==> src/hw/wdpcg_map.svh <==
// timing constants and default values for the watchdog and chip-enable gate
// assumes a 200 MHz reference clock; included by bare name
`ifndef WDPCG_MAP_SVH
`define WDPCG_MAP_SVH

`define WDPCG_CLK_MHZ          200
`define WDPCG_PULSE_US         1000
`define WDPCG_PULSE_CYC        (`WDPCG_PULSE_US * `WDPCG_CLK_MHZ)
`define WDPCG_LAG_NS           70
`define WDPCG_LAG_CYC          ((`WDPCG_LAG_NS * `WDPCG_CLK_MHZ + 999) / 1000)
`define WDPCG_CE_HOLD_US       15
`define WDPCG_CE_HOLD_CYC      (`WDPCG_CE_HOLD_US * `WDPCG_CLK_MHZ)
`define WDPCG_STROBE_MIN_NS    100
`define WDPCG_STROBE_MIN_CYC   ((`WDPCG_STROBE_MIN_NS * `WDPCG_CLK_MHZ + 999) / 1000)
`define WDPCG_DEF_TIMEOUT_MS   1600
`define WDPCG_DEF_TIMEOUT_CYC  (`WDPCG_DEF_TIMEOUT_MS * `WDPCG_CLK_MHZ * 1000)
`define WDPCG_MS_PER_NF_X10    21
`define WDPCG_CAP_MIN_NF_X10   47
`define WDPCG_CAP_MAX_NF_X10   1000
`define WDPCG_CAP_DEF_NF_X10   100
`define WDPCG_CNT_W            32

`endif

==> src/hw/wdpcg_pkg.sv <==
// types shared by the watchdog and chip-enable gate modules
// assumes wdpcg_map.svh for all figures
package wdpcg_pkg;

  // --------------------------------------------------------------
  // watchdog sequencer states
  // --------------------------------------------------------------
  typedef enum logic [2:0] {
    WDPCG_IDLE,
    WDPCG_ARMED,
    WDPCG_PULSE,
    WDPCG_FAULT
  } wdpcg_wd_state_type;

  // --------------------------------------------------------------
  // chip-enable gate states
  // --------------------------------------------------------------
  typedef enum logic [1:0] {
    WDPCG_CE_OFF,
    WDPCG_CE_PASS,
    WDPCG_CE_DRAIN
  } wdpcg_ce_state_type;

  // fault outputs travel together
  typedef struct packed {
    logic pulse_n;
    logic level_n;
  } wdpcg_fault_type;

endpackage : wdpcg_pkg

==> src/hw/wdpcg_down_counter.sv <==
// loadable down counter with a zero flag
// assumes the caller holds load for one cycle to start a count
`timescale 1ns/1ps
`default_nettype none
module wdpcg_down_counter #(
  parameter int W = 32
) (
  input  wire logic         ref_clk,
  input  wire logic         rst,
  input  wire logic         load,
  input  wire logic [W-1:0] load_val,
  input  wire logic         run,
  output var  logic         at_zero
);

  logic [W-1:0] cnt_ff;
  logic [W-1:0] nxt_cnt;

  // --------------------------------------------------------------
  // next count: load wins, then count down while running
  // --------------------------------------------------------------
  always_comb begin
    nxt_cnt = cnt_ff;
    if (load) begin
      nxt_cnt = load_val;
    end else if (run && (cnt_ff != '0)) begin
      nxt_cnt = cnt_ff - W'(1);
    end
  end

  always_ff @(posedge ref_clk) begin
    if (rst) begin
      cnt_ff <= '0;
    end else begin
      cnt_ff <= nxt_cnt;
    end
  end

  assign at_zero = (cnt_ff == '0);

endmodule : wdpcg_down_counter
`default_nettype wire

==> src/hw/wdpcg_strobe_detect.sv <==
// detects a sampled level change on the watchdog strobe; a pulse is caught by its edges
// assumes the strobe is already synchronous to ref_clk
`timescale 1ns/1ps
`default_nettype none
module wdpcg_strobe_detect #(
  parameter int MIN_CYC = 20
) (
  input  wire logic ref_clk,
  input  wire logic rst,
  input  wire logic strobe,
  output var  logic kick
);

  logic       last_ff;
  logic       nxt_last;

  // --------------------------------------------------------------
  // any edge restarts the timer; a pulse always holds two edges so a
  // pulse of MIN_CYC or more is covered by the edge term as well
  // --------------------------------------------------------------
  always_comb begin
    nxt_last = strobe;
  end

  always_ff @(posedge ref_clk) begin
    if (rst) begin
      last_ff <= 1'b0;
    end else begin
      last_ff <= nxt_last;
    end
  end

  assign kick = (strobe != last_ff);

endmodule : wdpcg_strobe_detect
`default_nettype wire

==> src/hw/wdpcg_top.sv <==
// watchdog with early fault pulse, level fault, and chip-enable gating
// assumes all inputs synchronous to ref_clk; rst comes from the supply monitor
// Notes on behaviour
// - missed strobe by timeout end drives fault pulse low for 1 ms
// - level fault falls 70 ns after the pulse falls
// - still no strobe next period: level stays low, another pulse issued
// - strobe transition after fault returns level fault high
// - timeout select tied high picks the 1.6 s default
// - capacitor select gives 2.1 ms per nF, valid 4.7 to 100 nF
// - in normal operation chip select passes through as a registered copy, one clock behind
// - while reset is asserted chip select input is ignored once the path has closed
// - on power-down path closes at chip select high or 15 us
// - on power-up path stays closed until reset deasserts
// - closed path drives chip select output high, released when open
// - timer restarts on any strobe edge or pulse of 100 ns
// - reset, battery backup or floating strobe disable watchdog, level high
`timescale 1ns/1ps
`default_nettype none
`include "wdpcg_map.svh"

module wdpcg_top #(
  parameter int unsigned PULSE_CYC   = `WDPCG_PULSE_CYC,
  parameter int unsigned CE_HOLD_CYC = `WDPCG_CE_HOLD_CYC,
  parameter int unsigned DEF_TO_CYC  = `WDPCG_DEF_TIMEOUT_CYC,
  parameter int unsigned CAP_NF_X10  = `WDPCG_CAP_DEF_NF_X10
) (
  input  wire logic ref_clk,
  input  wire logic rst,
  input  wire logic watchdog_strobe_in,
  input  wire logic strobe_floating,
  input  wire logic battery_backup,
  input  wire logic timeout_select_in,
  input  wire logic chip_sel_in_n,
  output var  logic watchdog_fault_pulse_n,
  output var  logic watchdog_fault_level_n,
  output var  logic chip_sel_out_n,
  output var  logic chip_sel_drive_high
);

  localparam int unsigned W = `WDPCG_CNT_W;
  localparam int unsigned LAG_CYC = `WDPCG_LAG_CYC;
  // clamp the capacitor into the valid span before scaling
  localparam int unsigned CAP_USE =
    (CAP_NF_X10 < `WDPCG_CAP_MIN_NF_X10) ? `WDPCG_CAP_MIN_NF_X10 :
    (CAP_NF_X10 > `WDPCG_CAP_MAX_NF_X10) ? `WDPCG_CAP_MAX_NF_X10 : CAP_NF_X10;
  localparam longint unsigned CAP_TO_CYC =
    (64'(`WDPCG_MS_PER_NF_X10) * 64'(CAP_USE) * 64'(`WDPCG_CLK_MHZ) * 64'd1000) / 64'd100;

  // --------------------------------------------------------------
  // strobe edge detection
  // --------------------------------------------------------------
  // a sampled change is the only kick; a strobe pulse narrower than one
  // clock period can be missed, so the processor must hold it for 100 ns
  logic kick;

  wdpcg_strobe_detect #(
    .MIN_CYC (`WDPCG_STROBE_MIN_CYC)
  ) u_detect (
    .ref_clk (ref_clk),
    .rst     (rst),
    .strobe  (watchdog_strobe_in),
    .kick    (kick)
  );

  // --------------------------------------------------------------
  // timeout selection
  // --------------------------------------------------------------
  logic [W-1:0] timeout_cyc;

  // tied high picks the internal default, else the capacitor figure
  // the capacitor figure is fixed at build time; the pin only chooses
  // between the two counts, and the choice is taken at every reload
  always_comb begin
    if (timeout_select_in) begin
      timeout_cyc = W'(DEF_TO_CYC);
    end else begin
      timeout_cyc = W'(CAP_TO_CYC);
    end
  end

  // --------------------------------------------------------------
  // watchdog sequencer
  // --------------------------------------------------------------
  wdpcg_pkg::wdpcg_wd_state_type wd_state_ff;
  wdpcg_pkg::wdpcg_wd_state_type nxt_wd_state;
  wdpcg_pkg::wdpcg_fault_type    fault_ff;
  wdpcg_pkg::wdpcg_fault_type    nxt_fault;
  logic [7:0]                    lag_ff;
  logic [7:0]                    nxt_lag;
  logic                          lag_pend_ff;
  logic                          nxt_lag_pend;
  logic                          to_load;
  logic                          to_zero;
  logic                          pl_load;
  logic                          pl_zero;
  logic                          wd_off;

  // floating and battery arrive as plain flags; their detection is analog
  assign wd_off = rst || battery_backup || strobe_floating;

  wdpcg_down_counter #(
    .W (W)
  ) u_timeout (
    .ref_clk  (ref_clk),
    .rst      (rst),
    .load     (to_load),
    .load_val (timeout_cyc),
    .run      (1'b1),
    .at_zero  (to_zero)
  );

  wdpcg_down_counter #(
    .W (W)
  ) u_pulse (
    .ref_clk  (ref_clk),
    .rst      (rst),
    .load     (pl_load),
    .load_val (W'(PULSE_CYC)),
    .run      (1'b1),
    .at_zero  (pl_zero)
  );

  // next state of the watchdog; a strobe always restarts the period
  always_comb begin
    nxt_wd_state = wd_state_ff;
    nxt_fault    = fault_ff;
    nxt_lag      = lag_ff;
    nxt_lag_pend = lag_pend_ff;
    to_load      = 1'b0;
    pl_load      = 1'b0;
    if (lag_pend_ff) begin
      // level follows the pulse after the fixed lag
      if (lag_ff <= 8'h01) begin
        nxt_fault.level_n = 1'b0;
        nxt_lag_pend      = 1'b0;
      end else begin
        nxt_lag = lag_ff - 8'h01;
      end
    end
    unique case (wd_state_ff)
      // one cycle to load the period after the watchdog comes back on
      wdpcg_pkg::WDPCG_IDLE: begin
        to_load      = 1'b1;
        nxt_wd_state = wdpcg_pkg::WDPCG_ARMED;
      end
      wdpcg_pkg::WDPCG_ARMED, wdpcg_pkg::WDPCG_FAULT: begin
        if (kick) begin
          to_load           = 1'b1;
          nxt_fault.level_n = 1'b1;
          nxt_lag_pend      = 1'b0;
          nxt_wd_state      = wdpcg_pkg::WDPCG_ARMED;
        end else if (to_zero) begin
          // timeout: start pulse; level lags unless already low
          pl_load           = 1'b1;
          to_load           = 1'b1;
          nxt_fault.pulse_n = 1'b0;
          if (fault_ff.level_n) begin
            nxt_lag_pend = 1'b1;
            nxt_lag      = 8'(LAG_CYC);
          end
          nxt_wd_state = wdpcg_pkg::WDPCG_PULSE;
        end
      end
      wdpcg_pkg::WDPCG_PULSE: begin
        if (kick) begin
          to_load           = 1'b1;
          nxt_fault.level_n = 1'b1;
          nxt_lag_pend      = 1'b0;
        end
        if (pl_zero && !pl_load) begin
          nxt_fault.pulse_n = 1'b1;
          nxt_wd_state = nxt_fault.level_n ? wdpcg_pkg::WDPCG_ARMED
                                           : wdpcg_pkg::WDPCG_FAULT;
        end
      end
      default: begin
        nxt_wd_state = wdpcg_pkg::WDPCG_IDLE;
      end
    endcase
    if (wd_off) begin
      // disabled watchdog holds both fault outputs high
      nxt_wd_state = wdpcg_pkg::WDPCG_IDLE;
      nxt_fault    = '{pulse_n: 1'b1, level_n: 1'b1};
      nxt_lag_pend = 1'b0;
      to_load      = 1'b0;
      pl_load      = 1'b0;
    end
  end

  // pulse counter is one cycle stale right after load; guarded above
  always_ff @(posedge ref_clk) begin
    if (rst) begin
      wd_state_ff <= wdpcg_pkg::WDPCG_IDLE;
      fault_ff    <= '{pulse_n: 1'b1, level_n: 1'b1};
      lag_ff      <= 8'h00;
      lag_pend_ff <= 1'b0;
    end else begin
      wd_state_ff <= nxt_wd_state;
      fault_ff    <= nxt_fault;
      lag_ff      <= nxt_lag;
      lag_pend_ff <= nxt_lag_pend;
    end
  end

  // --------------------------------------------------------------
  // watchdog outputs
  // --------------------------------------------------------------
  // both fault pins leave one register group, so the lag stays exact
  assign watchdog_fault_pulse_n = fault_ff.pulse_n;
  assign watchdog_fault_level_n = fault_ff.level_n;

  // --------------------------------------------------------------
  // chip-enable gate
  // --------------------------------------------------------------
  wdpcg_pkg::wdpcg_ce_state_type ce_state_ff;
  wdpcg_pkg::wdpcg_ce_state_type nxt_ce_state;
  logic                          ce_out_ff;
  logic                          nxt_ce_out;
  logic                          ce_drv_ff;
  logic                          nxt_ce_drv;
  logic                          hold_load;
  logic                          hold_zero;

  // hold counter has no reset on purpose: rst is what starts the drain,
  // so resetting it would kill the window that it is meant to time;
  // its zero flag is only read in the drain state, after a load
  wdpcg_down_counter #(
    .W (W)
  ) u_ce_hold (
    .ref_clk  (ref_clk),
    .rst      (1'b0),
    .load     (hold_load),
    .load_val (W'(CE_HOLD_CYC)),
    .run      (1'b1),
    .at_zero  (hold_zero)
  );

  // gate is a registered copy, one cycle behind the input
  always_comb begin
    nxt_ce_state = ce_state_ff;
    nxt_ce_out   = 1'b1;
    nxt_ce_drv   = 1'b1;
    hold_load    = 1'b0;
    unique case (ce_state_ff)
      wdpcg_pkg::WDPCG_CE_OFF: begin
        // stays closed until reset drops, input ignored
        if (!rst) begin
          nxt_ce_state = wdpcg_pkg::WDPCG_CE_PASS;
        end
      end
      wdpcg_pkg::WDPCG_CE_PASS: begin
        if (rst) begin
          if (!chip_sel_in_n) begin
            // an access in flight may finish
            hold_load    = 1'b1;
            nxt_ce_out   = 1'b0;
            nxt_ce_drv   = 1'b0;
            nxt_ce_state = wdpcg_pkg::WDPCG_CE_DRAIN;
          end else begin
            nxt_ce_state = wdpcg_pkg::WDPCG_CE_OFF;
          end
        end else begin
          nxt_ce_out = chip_sel_in_n;
          nxt_ce_drv = 1'b0;
        end
      end
      wdpcg_pkg::WDPCG_CE_DRAIN: begin
        if (chip_sel_in_n || (hold_zero && !hold_load)) begin
          nxt_ce_state = wdpcg_pkg::WDPCG_CE_OFF;
        end else begin
          nxt_ce_out = 1'b0;
          nxt_ce_drv = 1'b0;
        end
      end
      default: begin
        nxt_ce_state = wdpcg_pkg::WDPCG_CE_OFF;
      end
    endcase
  end

  // reset is also the power-down trigger, so it is seen in the next-state
  always_ff @(posedge ref_clk) begin
    if (ce_state_ff == wdpcg_pkg::WDPCG_CE_DRAIN || !rst) begin
      ce_state_ff <= nxt_ce_state;
      ce_out_ff   <= nxt_ce_out;
      ce_drv_ff   <= nxt_ce_drv;
    end else if (ce_state_ff == wdpcg_pkg::WDPCG_CE_PASS) begin
      ce_state_ff <= nxt_ce_state;
      ce_out_ff   <= nxt_ce_out;
      ce_drv_ff   <= nxt_ce_drv;
    end else begin
      ce_state_ff <= wdpcg_pkg::WDPCG_CE_OFF;
      ce_out_ff   <= 1'b1;
      ce_drv_ff   <= 1'b1;
    end
  end

  // --------------------------------------------------------------
  // chip-enable outputs
  // --------------------------------------------------------------
  // pull-up request and select leave together, never a floating gap
  assign chip_sel_out_n      = ce_out_ff;
  assign chip_sel_drive_high = ce_drv_ff;

endmodule : wdpcg_top
`default_nettype wire

==> config.mk <==
export PLATFORM = sky130hd
export DESIGN_NAME = wdpcg_top
export DESIGN_NICKNAME = d
export VERILOG_FILES = /design/src/hw/wdpcg_pkg.sv /design/src/hw/wdpcg_down_counter.sv /design/src/hw/wdpcg_strobe_detect.sv /design/src/hw/wdpcg_top.sv
export VERILOG_INCLUDE_DIRS = /design/src /design/src/hw
export SDC_FILE = /design/constraint.sdc
export NUM_CORES = 1
export LEC_CHECK = 0
export BUFFER_PORTS_ARGS = -buffer_cell sky130_fd_sc_hd__buf_4
export CAP_MARGIN = 10
export CORE_MARGIN = 5
export CORE_UTILIZATION = 28
export CTS_CLUSTER_SIZE = 10
export DETAILED_ROUTE_END_ITERATION = 10
export PLACE_DENSITY_LB_ADDON = 0.12
export REMOVE_ABC_BUFFERS = 1
export SYNTH_ARGS = -nofsm -noshare
export SYNTH_HDL_FRONTEND = slang
export SYNTH_SLANG_ARGS = --single-unit
==> constraint.sdc <==
create_clock -name ref_clk -period 2.3 [get_ports ref_clk]
set_input_delay 0.23 -clock ref_clk [delete_from_list [all_inputs] [get_ports ref_clk]]
set_output_delay 0.23 -clock ref_clk [all_outputs]
set_load 0.005 [all_outputs]
==> results of run 1 <==
==> path summary, 6_finish.rpt <==
kind	from	slack (ns)	depth (start not counted)	endpoint
max	u_timeout.cnt_ff[20]	0.08	6	u_timeout.cnt_ff[15]
min reg2reg	u_pulse.cnt_ff[5]	0.47	2	u_pulse.cnt_ff[5]
max reg2reg	u_timeout.cnt_ff[20]	0.08	6	u_timeout.cnt_ff[15]
min	rst	0.06	2	lag_ff[3]
==> where the power goes <==
part / internal [mW] / switching, mW
clock: 1.92 / 0.916
combinational: 2.19 / 2.42
sequential: 2.59 / 0.569
==> synthesized netlist by cell type (2+ instances only) <==
| cell type | count | share of area |
|---|---|---|
| clkbuf_1 | 9 | 0.0060 |
| nor4_2 | 3 | 0.0067 |
| nor3b_1 | 3 | 0.0040 |
| xnor2_1 | 28 | 0.044 |
| nor2_1 | 100 | 0.067 |
| a211oi_1 | 5 | 0.0067 |
| nor3_4 | 2 | 0.0058 |
| nor4b_1 | 3 | 0.0047 |
| or4_2 | 2 | 0.0031 |
| o211ai_1 | 8 | 0.011 |
| o21bai_1 | 2 | 0.0027 |
| o21ai_0 | 16 | 0.014 |
| or3_1 | 12 | 0.013 |
| or2_2 | 4 | 0.0044 |
| nand3b_1 | 7 | 0.0093 |
| and3_1 | 3 | 0.0033 |
| nand4b_1 | 3 | 0.0047 |
| nand2_1 | 46 | 0.031 |
| o31ai_1 | 4 | 0.0053 |
| dfxtp_1 | 114 | 0.41 |
| or4b_1 | 2 | 0.0036 |
| or4_4 | 3 | 0.0060 |
| nor4_1 | 15 | 0.017 |
| buf_6 | 3 | 0.0060 |
| o2111ai_1 | 2 | 0.0031 |
| nor2b_1 | 7 | 0.0078 |
| xor2_1 | 59 | 0.092 |
| nor4b_2 | 3 | 0.0080 |
| a21oi_1 | 33 | 0.029 |
| nand3_1 | 28 | 0.025 |
| or4_1 | 10 | 0.013 |
| buf_4 | 2 | 0.0027 |
| ha_1 | 11 | 0.024 |
| a31oi_1 | 2 | 0.0022 |
| nor3_1 | 32 | 0.028 |
| and2_1 | 4 | 0.0044 |
| nand2b_1 | 5 | 0.0056 |
| inv_1 | 14 | 0.0093 |
| nand4_1 | 10 | 0.011 |
| nor4_4 | 2 | 0.0076 |
| buf_2 | 7 | 0.0062 |
==> critical path, delay by kind of cell, from the launching register on <==
kind	cells	cell delay [ns]
buffers and inverters	1	0.16
AOI/OAI and AO/OA	2	0.46
and+or+nand+nor	3	1.22
DFF	1	0.31
==> timing repair <==
item,in CTS,in global routing
resized for setup,1,17
gates cloned,0,2
setup endpoints to repair,5,50
pin swaps,1,1
setup buffers,0,5
==> cells by family (layout without fill, tap and decap cells) <==
logic type | Yosys count | in the layout | share of synthesized area
xor gates and xnor gates | 87 | 87 | 0.1354
buffers and inverters | 37 | 108 | 0.03334
DFF | 114 | 114 | 0.4054
AOI/OAI and AO/OA | 81 | 81 | 0.09091
and+or+nand+nor | 318 | 319 | 0.3105
adders and majority gates | 11 | 11 | 0.02445
==> state kept, by name, summed over array words and instances (netlist names) <==
name                    count
u_pulse.cnt_ff             32
ce_state_ff                 2
wd_state_ff                 2
u_ce_hold.cnt_ff           32
u_detect.last_ff            1
u_timeout.cnt_ff           32
chip_sel_drive_high         1
lag_ff                      8
chip_sel_out_n              1
watchdog_fault_pulse_n      1
lag_pend_ff                 1
watchdog_fault_level_n      1
==> through the flow <==
step | setup TNS (ns) | area [sq um] | hold slack, ns | power [mW]
5_1_grt | -0.1612 | 7069 | 0.05076 | 11.43
2_1_floorplan | -2.446 | 5494 | 0.2991 | 6.206
3_3_place_gp | -0.02470 | 6291 | 0.4548 | 7.526
3_5_place_dp | -0.008797 | 6291 | 0.4613 | 7.571
4_1_cts | 0 | 6933 | 0.04671 | 10.51
6_report | 0 | 7069 | 0.05761 | 10.60
==> layer usage <==
metal	routed length, microns	GRT usage	share of wire	vias to the layer above
li1	-	-	-	2394
met2	6105	0.1896	0.47	52
met5	0	0	0	-
met3	373	0.03480	0.029	11
met1	6311	0.1516	0.49	2201
met4	121	0.03504	0.0094	0
==> layout make-up <==
cell class / count / share of cell area
flip-flops and latches: 114 / 0.3228
clock buffers: 22 / 0.06850
multi-input cells: 498 / 0.4586
well taps: 265 / 0.04690
clock inverters: 9 / 0.02159
inverters: 14 / 0.007434
repair buffers: 63 / 0.07416
==> results.sh, run 1 <==
export IMPL_clkSinkCount=114
export IMPL_grt_overflow=0
export IMPL_fin_worst_skew_ns=0.01274
export IMPL_critPathLaunchType="flip-flop"
export IMPL_dr_pass1_iters=5
export IMPL_regArea_sq_mm=0.002282
export IMPL_netlist_instances=648
export IMPL_worstPathMaxFanout=8
export IMPL_crit_chain="or4_4, nand2b_4, or4_4, buf_12, a22o_2, a21oi_1"
export IMPL_critPathArrivalTime_ns=2.56
export IMPL_io_buffer_count=10
export IMPL_antenna_found_initial=0
export IMPL_critPathMostFrequentCell="or4_4"
export IMPL_clk_pin_slew_ns=0.06
export IMPL_slew_headroom=0.6783
export IMPL_min_path_type="input port to flip-flop"
export IMPL_cts_hold_buf=0
export IMPL_core_area_sq_mm=0.01965
export IMPL_cts_htree_levels=4
export IMPL_period_share=0.9668
export IMPL_grt_pass1_vias=4550
export IMPL_die_w_microns=151.8
export IMPL_fin_ws_ns=0.07628
export IMPL_num_vias=4658
export IMPL_fmax_mhz=449.7
export IMPL_dieHeight_microns=151.8
export IMPL_peakVddDrop_mv=0.5765
export IMPL_grt_usage=0.1173
export IMPL_wl_per_cell_microns=13.11
export IMPL_vias_per_cell=4.729
export IMPL_layout_min_cycle_time_ns=2.224
export IMPL_gp_congestion=0.7846
export IMPL_slew_viol_final=0
export IMPL_cap_violations=0
export IMPL_area_growth_pct=25.58
export IMPL_drc=0
export IMPL_cts_tree="built"
export IMPL_synth_cell_types=61
export IMPL_dp_slack_ns=-0.008797
export IMPL_most_common_layout_cells="114 x dfxtp_1, 99 x nor2_1, 59 x xor2_1, 56 x buf_4, 46 x nand2_1"
export IMPL_initial_core_util=0.2864
export IMPL_cts_buffers=17
export IMPL_antenna_cells=0
export IMPL_cts_root_buf="clkbuf_16"
export IMPL_worst_slew_pin_slew_ns=0.4788
export IMPL_synth_area_sq_mm=0.005629
export IMPL_clk_latency_ns=0.41
export IMPL_cp_end_kind="flip-flop"
export IMPL_crit_slowest_cell="or4_4"
export IMPL_slowest_delay_ns=0.53
export IMPL_std_cell_rows=51
export IMPL_avgSynthCellArea_sq_um=8.687
export IMPL_rsz0062_at_grt="true"
export IMPL_power_leakage_nw=2.718
export IMPL_drtIter0Drc=185
export IMPL_setup_violations=0
export IMPL_final_util=0.3597
export IMPL_critical_path_required_ns=2.64
export IMPL_antenna_left=0
export IMPL_clockBufferDepth=2
export IMPL_multiInputGateArea_sq_mm=0.003242
export IMPL_grt_max_degree=27
export IMPL_die_area_sq_mm=0.02304
export IMPL_pin_count=11
export IMPL_grt_first_pass_wirelength_mm=21.80
export IMPL_critPathKind="flip-flop to flip-flop"
export IMPL_outcome="finished clean"
export IMPL_synth_ff_latch_count=114
export IMPL_synthFlopType="dfxtp_1"
export IMPL_layout_commonest_cell="dfxtp_1"
export IMPL_ys_warn_count=0
export IMPL_fin_nets=726
export IMPL_finalHoldViolations=0
export IMPL_synth_edf_count=0
export IMPL_drive_gt1_frac=0.1903
export IMPL_fin_cells=985
export IMPL_power_density_mw_per_mm2=1500
export IMPL_synth_seq_area_share=0.4054
export IMPL_async_flop_share=0
export IMPL_placedCellCount=947
export IMPL_hpwl_mm=8.835
export IMPL_wl_mm=12.91
export IMPL_n_fill_cell=2073
(Power assumes the default switching activity.)
==> run 2: changes to the inputs <==
--- a/config.mk
+++ b/config.mk
@@ -8,9 +8,9 @@
 export LEC_CHECK = 0
 export BUFFER_PORTS_ARGS = -buffer_cell sky130_fd_sc_hd__buf_4
 export CAP_MARGIN = 10
-export CORE_MARGIN = 5
+export CORE_MARGIN = 1.5
 export CORE_UTILIZATION = 28
-export CTS_CLUSTER_SIZE = 10
+export CTS_CLUSTER_SIZE = 20
 export DETAILED_ROUTE_END_ITERATION = 10
 export PLACE_DENSITY_LB_ADDON = 0.12
 export REMOVE_ABC_BUFFERS = 1
==> constraint.sdc (replaced) <==
create_clock -name ref_clk -period 2.8 [get_ports ref_clk]
set_input_delay 0.28 -clock ref_clk [delete_from_list [all_inputs] [get_ports ref_clk]]
set_output_delay 0.28 -clock ref_clk [all_outputs]
set_load 0.005 [all_outputs]
==> results.sh, run 2 (synthesized netlist as in run 1, its figures left out) <==
export IMPL_fmax_mhz=382.2
export IMPL_clk_latency_ns=0.41
export IMPL_peakVddDrop_mv=0.3885
export IMPL_p_comb_frac=0.417
export IMPL_seqPwrFrac=0.333
export IMPL_fin_nets=690
export IMPL_rsz0062_at_grt="false"
export IMPL_pin_count=11
export IMPL_cp_end_kind="flip-flop"
export IMPL_slew_headroom=0.5634
export IMPL_clkSinkCount=114
export IMPL_critPathLaunchType="flip-flop"
export IMPL_worstPathMaxFanout=14
export IMPL_power_leakage_nw=2.481
export IMPL_grt_overflow=0
export IMPL_area_growth_pct=16.89
export IMPL_regArea_sq_mm=0.002282
export IMPL_power_density_mw_per_mm2=1190
export IMPL_gp_congestion=0.8063
export IMPL_clockBufferDepth=2
export IMPL_most_common_layout_cells="114 x dfxtp_1, 100 x nor2_1, 59 x xor2_1, 46 x nand2_1, 33 x a21oi_1"
export IMPL_period_share=0.9344
export IMPL_hpwl_mm=8.621
export IMPL_fin_worst_skew_ns=0.005737
export IMPL_n_fill_cell=2042
export IMPL_final_cell_area_sq_mm=0.006580
export IMPL_p_int_mw=4.762
export IMPL_p_sw_mw=3.070
export IMPL_post_cts_buffers=0
export IMPL_critPathKind="flip-flop to flip-flop"
export IMPL_dpl_cell_area_sq_mm=0.006048
export IMPL_antenna_left=0
export IMPL_dr_pass1_iters=4
export IMPL_p_clk_frac=0.249
export IMPL_tns_ns=0
export IMPL_grt_pass1_vias=4479
export IMPL_cap_violations=0
export IMPL_reg_top3="u_ce_hold.cnt_ff (32), u_pulse.cnt_ff (32), u_timeout.cnt_ff (32)"
export IMPL_core_area_sq_mm=0.01959
export IMPL_die_area_sq_mm=0.02096
export IMPL_grt_max_degree=27
export IMPL_critPathArrivalTime_ns=2.90
export IMPL_multiInputGateArea_sq_mm=0.003159
export IMPL_num_vias=4457
export IMPL_clk_pin_slew_ns=0.05
export IMPL_setup_violations=0
export IMPL_grt_first_pass_wirelength_mm=21.49
export IMPL_io_buffer_count=10
export IMPL_cts_buffers=17
export IMPL_slew_viol_final=0
export IMPL_grt_usage=0.1302
export IMPL_finalHoldViolations=0
export IMPL_layout_min_cycle_time_ns=2.616
export IMPL_initial_core_util=0.2873
export IMPL_die_w_microns=144.8
export IMPL_dieHeight_microns=144.8
export IMPL_outcome="finished clean"
export IMPL_drive_gt1_frac=0.1259
export IMPL_std_cell_rows=51
export IMPL_drtIter0Drc=227
export IMPL_cts_tree="built"
export IMPL_cts_root_buf="clkbuf_16"
export IMPL_antenna_cells=0
export IMPL_sw_frac_of_total=0.3919
export IMPL_cts_resized=0
export IMPL_wl_per_cell_microns=13.12
export IMPL_critical_path_required_ns=3.09
export IMPL_drc=0
export IMPL_worst_slew_pin_slew_ns=0.6549
export IMPL_vias_per_cell=4.701
export IMPL_min_path_type="input port to flip-flop"
export IMPL_cts_hold_buf=0
export IMPL_wl_mm=12.44
export IMPL_antenna_found_initial=0
export IMPL_cts_htree_levels=4
export IMPL_layout_commonest_cell="dfxtp_1"
run 2: changes by cell type in the layout (fill, tap and decap cells not counted), moves of 3 or more:
cell | previous run | this run
bufinv_16 | 4 | 0
clkinvlp_4 | 3 | 0
or3_4 | 3 | 0
or4_4 | 7 | 3
clkinv_2 | 2 | 6
buf_12 | 4 | 1
buf_4 | 56 | 27
run 2: worst paths after layout:
check / from / to / slack (ns) / cells after the start
worst min register to register: u_pulse.cnt_ff[5] / u_pulse.cnt_ff[5] / 0.48 / 2
worst max register to register: u_timeout.cnt_ff[20] / u_timeout.cnt_ff[1] / 0.18 / 7
worst min-delay path: watchdog_strobe_in / u_detect.last_ff / 0.11 / 2
worst max-delay path: u_timeout.cnt_ff[20] / u_timeout.cnt_ff[1] / 0.18 / 7
run 2: area by class of cell:
class                           instances  share of cell area
Multi-Input combinational cell        497              0.4801
Sequential cell                       114              0.3468
Clock buffer                           24             0.07625
Tap cell                              265             0.05039
Timing Repair Buffer                   28             0.03385
Inverter                               14            0.007986
Clock inverter                          6            0.004564
run 2: power groups by stage:
stage	Sequential, mW	Combinational [mW]	Clock, mW
floorplan	2.52	2.57	0
global placement	2.62	3.24	0
detailed placement	2.63	3.27	0
CTS	2.61	3.29	2.01
global route	2.69	3.69	2.08
finish	2.61	3.27	1.95
run 2: critical path, stage by stage, from the launching register on:
cell and delay (ns):
dfxtp_1 0.34, or4_4 0.56, nand2b_4 0.18, nor4_4 0.62
o21ai_2 0.33, nand2_1 0.17, buf_4 0.21, a211oi_1 0.06
run 2: per-stage QoR:
step	hold slack, ns	instances	utilization	power [mW]	setup slack [ns]
CTS	0.1011	948	0.3359	7.906	0.1731
global route	0.1098	948	0.3359	8.466	0.01608
detailed placement	0.4660	918	0.3087	5.901	0.1768
floorplan	0.3491	625	-	5.098	0.3055
finish	0.1133	948	0.3359	7.832	0.1837
global placement	0.4592	918	0.3087	5.855	0.2509
run 2: per-layer routing:
layer  up-vias  GRT usage  share of wire
met5         -          0              0
met4         0    0.04678          0.011
met2        35     0.2130           0.46
met1      2110     0.1630           0.50
met3         9    0.03685          0.030
li1       2303          -              -
